===== config.mk =====
export PLATFORM = sky130hd
export DESIGN_NAME = host_port_select_and_access_log
export DESIGN_NICKNAME = d
export VERILOG_FILES = /design/src/design/hps_pkg.sv /design/src/design/hps_select_edge_counter.sv /design/src/design/host_port_select_and_access_log.sv
export SDC_FILE = /design/constraint.sdc
export NUM_CORES = 1
export LEC_CHECK = 0
export ABC_AREA = 1
export BUFFER_PORTS_ARGS = -buffer_cell sky130_fd_sc_hd__buf_4
export CAP_MARGIN = 10
export CORE_UTILIZATION = 47
export DETAILED_ROUTE_END_ITERATION = 8
export HOLD_SLACK_MARGIN = 0.05
export PLACE_DENSITY = 0.83
export SKIP_LAST_GASP = 1
export SLEW_MARGIN = 30
export SYNTH_ARGS = -nofsm -noshare
export SYNTH_HDL_FRONTEND = slang
export SYNTH_SLANG_ARGS = --single-unit

===== constraint.sdc =====
create_clock -name core_clk -period 1.1 [get_ports core_clk]
set_input_delay 0.055 -clock core_clk [delete_from_list [all_inputs] [get_ports core_clk]]
set_output_delay 0.055 -clock core_clk [all_outputs]
set_load 0.01 [all_outputs]

===== src/design/hps_pkg.sv =====
// Package: constants and types for host port select and access log
package hps_pkg;

    // ------------------------------------------------------------
    // Register addresses
    // ------------------------------------------------------------
    localparam logic [15:0] LAST_WORD_VALUE_LOG_ADDR = 16'hE5FF;
    localparam logic [15:0] LAST_ACCESS_ADDRESS_LOG_ADDR = 16'hE6FE;
    localparam logic [15:0] LAST_HALFWORD_VALUE_LOG_ADDR = 16'hE6FF;
    localparam logic [15:0] SILICON_REVISION_ADDR = 16'hE707;
    localparam logic [15:0] LAST_BYTE_VALUE_LOG_ADDR = 16'hE7FC;
    localparam logic [15:0] LAST_OPERATION_KIND_LOG_ADDR = 16'hE7FD;
    localparam logic [15:0] SECOND_CONFIG_REGISTER_ADDR = 16'hEC01;

    // ------------------------------------------------------------
    // Fields and codes
    // ------------------------------------------------------------
    localparam int unsigned TWO_WIRE_LOCK_BIT = 1;
    localparam logic [7:0] OP_KIND_WRITE = 8'hCA;
    localparam logic [7:0] OP_KIND_READ = 8'h35;
    localparam logic [15:0] WAVEFORM_FIRST_ADDR = 16'hE50C;
    localparam logic [15:0] WAVEFORM_LAST_ADDR = 16'hE51B;
    localparam logic [15:0] ANOMALY_ADDR_STEP = 16'h0001;
    localparam logic [1:0] SELECT_EDGE_COUNT = 2'h3;
    localparam logic [1:0] SELECT_EDGE_STEP = 2'h1;

    // ------------------------------------------------------------
    // Reset values
    // ------------------------------------------------------------
    localparam logic [15:0] LOG_ADDR_RESET = 16'h0000;
    localparam logic [7:0] LOG_OP_RESET = 8'h00;
    localparam logic [31:0] LOG_DATA_RESET = 32'h0000_0000;
    localparam logic [1:0] EDGE_COUNT_RESET = 2'h0;
    localparam logic SELECT_PIN_IDLE = 1'b1;

    // ------------------------------------------------------------
    // Types
    // ------------------------------------------------------------
    typedef enum logic [1:0] {
        WIDTH_8,
        WIDTH_16,
        WIDTH_32
    } hps_width_type;

    typedef enum logic [1:0] {
        SEL_PENDING,
        SEL_FOUR_WIRE,
        SEL_TWO_WIRE_LOCKED,
        SEL_FOUR_WIRE_LOCKED
    } hps_sel_type;

    // One finished access reported by the serial framing logic
    typedef struct packed {
        logic        valid;
        logic        ok;
        logic        isWrite;
        logic        viaFourWire;
        logic        burst;
        logic [1:0]  width;
        logic [15:0] addr;
        logic [31:0] data;
        logic [31:0] nextData;
    } hps_access_type;

    // Register lookup for reads served by this block
    typedef struct packed {
        logic        valid;
        logic [15:0] addr;
    } hps_lookup_type;

    typedef struct packed {
        logic       sync1;
        logic       sync2;
        logic       prev;
        logic [1:0] count;
    } hps_edge_state_type;

    typedef struct packed {
        hps_sel_type sel;
        logic [15:0] lastAddr;
        logic [7:0]  lastOp;
        logic [7:0]  lastByte;
        logic [15:0] lastHalf;
        logic [31:0] lastWord;
        logic [31:0] rdData;
        logic        rdHit;
        logic        captureEnable;
        logic        twoWireActive;
        logic        fourWireActive;
        logic        portLocked;
    } hps_core_state_type;

endpackage


===== src/design/hps_select_edge_counter.sv =====
// Select pin synchroniser and falling edge counter
`timescale 1ns/100ps
module hps_select_edge_counter
    import hps_pkg::*;
(
    input  wire logic       core_clk,
    input  wire logic       clearCount,
    input  wire logic       freeze,
    input  wire logic       selectPin,
    output logic [1:0]      edgeCount
);

    hps_edge_state_type state;
    hps_edge_state_type next_state;

    // ------------------------------------------------------------
    // Next state
    // ------------------------------------------------------------
    always_comb begin
        next_state = state;
        next_state.sync1 = selectPin;
        next_state.sync2 = state.sync1;
        next_state.prev = state.sync2;
        // Only the second stage is looked at, never the first
        if (!freeze && state.prev && !state.sync2 && state.count != SELECT_EDGE_COUNT) begin
            next_state.count = state.count + SELECT_EDGE_STEP;
        end
        if (clearCount) begin
            next_state.sync1 = SELECT_PIN_IDLE;
            next_state.sync2 = SELECT_PIN_IDLE;
            next_state.prev = SELECT_PIN_IDLE;
            next_state.count = EDGE_COUNT_RESET;
        end
    end

    // ------------------------------------------------------------
    // Registers
    // ------------------------------------------------------------
    always_ff @(posedge core_clk) begin
        state <= next_state;
    end

    assign edgeCount = state.count;

endmodule


===== src/design/host_port_select_and_access_log.sv =====
// Host port selection, port lock and last access log
//
// How it works
// Fast capture port stays disabled after every reset.
// Only four-wire alone, or two-wire with fast capture port.
// Select pin held high keeps the two-wire port until hardware reset.
// Three select pin falling edges switch to four-wire until hardware reset.
// Host toggles select three times, by plain I/O or three dummy writes.
// Two-wire lock bit in second config register freezes select and blocks switch.
// Any second config register write locks an active four-wire port.
// Lock holds until hardware reset in normal power state or power loss.
// Power state changes never alter the locked port choice.
// Successful access stores its 16-bit address in the address log.
// Operation kind log holds 0xCA after write, 0x35 after read.
// Data log chosen by width: 8, 16 or 32 bit register.
// Failed accesses leave every log register unchanged.
// Reading the log registers does not change them.
// Anomaly option: four-wire waveform burst reads log address plus one.
// Host does one other access before trusting logs after waveform bursts.
// Silicon revision register readable at its own address.
// Silicon revision register is 8 bits, read only.
// Select pin synchronised, falling edges counted to three, frozen once locked.
// All log registers update together in one clock cycle.
`timescale 1ns/100ps
module host_port_select_and_access_log
    import hps_pkg::*;
#(
    parameter logic [7:0] SILICON_REVISION = 8'h01, // Arbitrary value
    parameter logic       WRONG_LOG_ANOMALY = 1'b0
)(
    input  wire logic           core_clk,
    input  wire logic           rst,
    input  wire logic           powerStateNormal,
    input  wire logic           hostSelectPin,
    input  wire logic           fastCaptureRequest,
    input  wire hps_access_type access,
    input  wire hps_lookup_type lookup,
    output logic [31:0]         rdData,
    output logic                rdHit,
    output logic                twoWireActive,
    output logic                fourWireActive,
    output logic                portLocked,
    output logic                fastCaptureEnable
);

    // ------------------------------------------------------------
    // Declarations
    // ------------------------------------------------------------
    hps_core_state_type state;
    hps_core_state_type next_state;
    logic [1:0]         edgeCount;
    logic               selectReset;
    logic               selectFrozen;
    logic               accessDone;
    logic               config2Write;
    logic               logTarget;
    logic               logRead;
    logic               anomalyHit;
    logic [15:0]        logAddr;
    logic [31:0]        logData;

    // ------------------------------------------------------------
    // Select pin edge counter
    // ------------------------------------------------------------
    // Selection state only clears on a reset in the normal power state
    assign selectReset = rst && powerStateNormal;

    // Counter stops once the choice is made or locked
    assign selectFrozen = state.sel != SEL_PENDING;

    hps_select_edge_counter u_edge_counter (
        .core_clk  (core_clk),
        .clearCount(selectReset),
        .freeze    (selectFrozen),
        .selectPin (hostSelectPin),
        .edgeCount (edgeCount)
    );

    // ------------------------------------------------------------
    // Access decode
    // ------------------------------------------------------------
    assign accessDone = access.valid && access.ok;

    assign config2Write = accessDone && access.isWrite && access.addr == SECOND_CONFIG_REGISTER_ADDR;

    // Log registers themselves
    always_comb begin
        logTarget = 1'b0;
        unique case (access.addr)
            LAST_WORD_VALUE_LOG_ADDR: logTarget = 1'b1;
            LAST_ACCESS_ADDRESS_LOG_ADDR: logTarget = 1'b1;
            LAST_HALFWORD_VALUE_LOG_ADDR: logTarget = 1'b1;
            LAST_BYTE_VALUE_LOG_ADDR: logTarget = 1'b1;
            LAST_OPERATION_KIND_LOG_ADDR: logTarget = 1'b1;
            default: logTarget = 1'b0;
        endcase
    end

    // Reading a log must not overwrite the record it shows
    assign logRead = accessDone && !access.isWrite && !logTarget;

    // Waveform burst reads over four-wire in the flawed revision
    assign anomalyHit = WRONG_LOG_ANOMALY && access.viaFourWire && access.burst && !access.isWrite
                        && access.addr >= WAVEFORM_FIRST_ADDR && access.addr <= WAVEFORM_LAST_ADDR;

    // Anomaly trades a true record for the prefetched neighbour
    assign logAddr = anomalyHit ? 16'(access.addr + ANOMALY_ADDR_STEP) : access.addr;
    assign logData = anomalyHit ? access.nextData : access.data;

    // ------------------------------------------------------------
    // Next state
    // ------------------------------------------------------------
    always_comb begin
        next_state = state;

        // Port selection
        unique case (state.sel)
            SEL_PENDING: begin
                if (edgeCount == SELECT_EDGE_COUNT) begin
                    next_state.sel = SEL_FOUR_WIRE;
                end else if (config2Write && access.data[TWO_WIRE_LOCK_BIT]) begin
                    next_state.sel = SEL_TWO_WIRE_LOCKED;
                end
            end
            SEL_FOUR_WIRE: begin
                if (config2Write) begin
                    next_state.sel = SEL_FOUR_WIRE_LOCKED;
                end
            end
            SEL_TWO_WIRE_LOCKED: begin
                next_state.sel = SEL_TWO_WIRE_LOCKED;
            end
            SEL_FOUR_WIRE_LOCKED: begin
                next_state.sel = SEL_FOUR_WIRE_LOCKED;
            end
        endcase

        // Port outputs follow the selection
        next_state.fourWireActive = next_state.sel == SEL_FOUR_WIRE
                                    || next_state.sel == SEL_FOUR_WIRE_LOCKED;
        next_state.twoWireActive = !next_state.fourWireActive;
        next_state.portLocked = next_state.sel == SEL_TWO_WIRE_LOCKED
                                || next_state.sel == SEL_FOUR_WIRE_LOCKED;

        // Fast capture shares pins with four-wire, so only on two-wire
        next_state.captureEnable = fastCaptureRequest && next_state.twoWireActive;

        // Access log, every field in the same cycle
        if ((accessDone && access.isWrite) || logRead) begin
            next_state.lastAddr = logAddr;
            next_state.lastOp = access.isWrite ? OP_KIND_WRITE : OP_KIND_READ;
            unique case (access.width)
                WIDTH_8: next_state.lastByte = logData[7:0];
                WIDTH_16: next_state.lastHalf = logData[15:0];
                WIDTH_32: next_state.lastWord = logData;
                default: next_state.lastWord = state.lastWord;
            endcase
        end

        // Register reads served here
        next_state.rdHit = 1'b0;
        next_state.rdData = LOG_DATA_RESET;
        if (lookup.valid) begin
            next_state.rdHit = 1'b1;
            unique case (lookup.addr)
                LAST_WORD_VALUE_LOG_ADDR: next_state.rdData = state.lastWord;
                LAST_ACCESS_ADDRESS_LOG_ADDR: next_state.rdData = {16'h0000, state.lastAddr};
                LAST_HALFWORD_VALUE_LOG_ADDR: next_state.rdData = {16'h0000, state.lastHalf};
                SILICON_REVISION_ADDR: next_state.rdData = {24'h000000, SILICON_REVISION};
                LAST_BYTE_VALUE_LOG_ADDR: next_state.rdData = {24'h000000, state.lastByte};
                LAST_OPERATION_KIND_LOG_ADDR: next_state.rdData = {24'h000000, state.lastOp};
                default: next_state.rdHit = 1'b0;
            endcase
        end

        // ------------------------------------------------------------
        // Reset
        // ------------------------------------------------------------
        if (rst) begin
            // Capture port off whatever port follows
            next_state.captureEnable = 1'b0;
            next_state.lastAddr = LOG_ADDR_RESET;
            next_state.lastOp = LOG_OP_RESET;
            next_state.lastByte = LOG_DATA_RESET[7:0];
            next_state.lastHalf = LOG_DATA_RESET[15:0];
            next_state.lastWord = LOG_DATA_RESET;
            next_state.rdData = LOG_DATA_RESET;
            next_state.rdHit = 1'b0;
        end
        // Reset outside normal power keeps the locked choice
        if (selectReset) begin
            next_state.sel = SEL_PENDING;
            next_state.twoWireActive = 1'b1;
            next_state.fourWireActive = 1'b0;
            next_state.portLocked = 1'b0;
        end
    end

    // ------------------------------------------------------------
    // Registers
    // ------------------------------------------------------------
    always_ff @(posedge core_clk) begin
        state <= next_state;
    end

    // ------------------------------------------------------------
    // Outputs
    // ------------------------------------------------------------
    assign rdData = state.rdData;
    assign rdHit = state.rdHit;
    assign twoWireActive = state.twoWireActive;
    assign fourWireActive = state.fourWireActive;
    assign portLocked = state.portLocked;
    assign fastCaptureEnable = state.captureEnable;

endmodule


==> run summary <==
Synth Net Count = 867
post-synthesis cell count = 757
GPL Wtd Cong = 0.845
worst path cell trace = buf_6 -> buf_6
Final setup viols = 3
Min Hold Slack = -0.0471 ns
Yosys warning total = 0
number of max-cap violations = 0
Synth Area in Compound Gates = 8.56%
Hold Crit Class = primary input to flip-flop
Port-buffer cells = 111
share of post-route cells with drive strength above 1 = 24.1%
Ant. Diodes = 0
Die Area = 11700 um2
Yosys reg bits = 117
fin. max-slew vios = 0
global-route wire length before repair = 23700 um
Top cell by count, worst path = buf_6
top_reg_cell synth = dfxtp_1
Critical Path Fanout Max = 2
insertion delay to the later sink of the worst-skew pair = 0.52 ns
critical path's slowest cell = dfxtp_2
final worst path period need = 1.12 ns
routed wire length = 16800 um
CTS max path bufs = 2
clk sink count = 117
Starting Density = 48.5%
Worst Skew = 0.0101 ns
DRT iter0 DRCs = 651
Core Region = 10900 um2
post-DP HPWL = 8590 um
post-synth top area cell = dfxtp_1
row cnt = 38
maximum VDD drop = 0.00135 V
crit share post-route = 102%
Post-Syn Area = 5280 um2
simple-gate share of the synthesized area = 33.3%
pin slew with the least headroom to its limit = 0.756 ns
wire per inst = 15.8 um
grt ovf = 0
Placed Cells = 972
Die X-Extent = 108 um
number of distinct library cells after synthesis = 24
maximum number of pins on one net before global-route repair = 65
pwr dens = 1540 nW/um2
I/O pin total = 146
post-synthesis async set-or-reset flop share = 0%
Synth area leaders = dfxtp_1, nand2_1, nor2_1
Worst Path Required = 1.04 ns
vias in the first global route = 5089
RSZ-0062 raised after global routing = true
# Post-CTS Setup Buffers = 0
final setup margin = -0.0250 ns
antenna-violating nets left = 0
DIE HEIGHT = 108 um
Via density = 5.48
total CTS buffers = 17
post-synthesis mux area share = 0%
Post-synth EDFFs = 0
status = complete, but fails checks
post-synth top area share = 44.4%
CTS tree = built
critical path arrival = 1.07 ns
antenna violations before repair = 0
Area Growth Syn to Fin = 42.3%
largest family of logic cells by synthesized area = simple AND/OR/NAND/NOR gates
drt drc = 4
fin nets = 1019
sequential share of the synthesized area = 44.4%
Synth top cells by count = nand2_1, dfxtp_1, nor2_1, nand3_1, a21oi_1
GRT Util Overall = 26.0%
XOR/XNOR share of the synthesized area = 0%
clock slew at reported path FFs = 0.06 ns
TritonRoute pass-1 iters = 9
DR vias = 5821
final hold vios = 3
failing checks = design-rule violations, negative hold slack, negative setup slack
startpoint types = flip-flop
most frequent cell after synthesis = nand2_1
Avg Cell Area, Syn = 6.97 um2
crit path kind = flip-flop to output pin
H-Tree Depth = 4
Fmax = 889 MHz
Slew Limit Headroom = 49.4%
Root Buffer Master = clkbuf_8
Static Leakage = 3.43 nW
reg2reg setup slack = 0 ns
Post-Synth Adder-Cell Area = 0.237%
Critical Path End Type = output pin
max incr delay on CP = 0.33 ns
hold_buf cts = 55
Post-Layout Cell Count = 1062
per-layer routing:
metal	part of all wire, %	routed length, um	global-route usage, %
met3	8.7	1460	5.36
met1	37	6230	31.4
met2	49	8160	43.4
met4	5.5	930	14.2
met5	0	0	0
state kept, by name (all words and copies together), names as in the netlist:
name                      flops
u_edge_counter.edgeCount      2
state                        76
fastCaptureEnable             1
twoWireActive                 1
portLocked                    1
rdData                       32
rdHit                         1
u_edge_counter.state          3
cell families after synthesis:
group | count (synthesis)
AO/OA/AOI/OAI | 90
adder cells (fa/ha/maj) | 1
buffers and inverters | 133
flip-flops | 117
AND/OR/NAND/NOR | 416
worst paths after layout:
check,depth (start not counted),from,to
setup / recovery,2,state[117],fourWireActive
setup reg to reg,6,state[117],u_edge_counter.edgeCount[1]
hold reg to reg,2,state[54],rdData[17]
hold / removal,4,rst,u_edge_counter.state[2]
power by group:
part	switching [W]	leakage, nW	internal, W	total (W)
clock	0.00210	0.270	0.00330	0.00540
sequential	0.000134	0.953	0.00445	0.00459
combinational	0.000820	2.21	0.000791	0.00161
total	0.00306	3.43	0.00854	0.0116
repair_timing:
item | in CTS | in global routing
endpoints found under the hold margin | 84 | 5
setup endpoints to repair | 3 | 73
gates cloned | 0 | 3
pin swaps | 2 | 3
resized for setup | 4 | 22
final cells by class:
class | count | area (um2)
repair buffers | 207 | 1850
clock buffers | 18 | 428
inverters | 59 | 221
fillers | 761 | 3380
flip-flops and latches | 117 | 2340
well taps | 140 | 175
clock inverters | 14 | 151
multi-input cells | 507 | 2340
metrics by stage:
stage	worst slack (ns)	setup TNS, ns	instance area [um2]	utilization [%]	total power (W)
final	-0.0250	-0.0406	7510	69.0	0.0116
after global routing	-0.0416	-0.170	7510	69.0	0.0119
after CTS	-0.0223	-0.0223	7350	67.5	0.0113
after detailed placement	-0.291	-19.85	6200	57.0	0.00585
after global placement	-0.233	-16.64	6200	57.0	0.00581
after floorplan	-0.00224	-0.111	5300	-	0.00534
critical path, delay by kind of cell, from the launching register on:
kind | cells | cell delay (ns)
flops | 1 | 0.33
buf+inv | 2 | 0.22
layout by cell type (no fill, tap or decap), types with 2 or more instances in the layout:
master         instances
a21oi_2                6
nor2_2                11
buf_6                  3
buf_16                 2
nand2_4                2
o21ai_0                4
nor2_1               111
clkinv_4               2
clkbuf_8               2
dfxtp_1              116
nand3b_1               2
clkbuf_16             18
clkinv_2               2
nand3_1               83
nor3_1                 3
buf_4                139
nor4_2                 2
dlygate4sd3_1         55
a21oi_1               77
clkinvlp_4             5
nor2_4                 6
nand2_1              187
bufinv_16              2
inv_6                  3
nand4_1                2
nand2_2                2
inv_1                 58
buf_12                 6
Power figures use the tool's default switching activity.
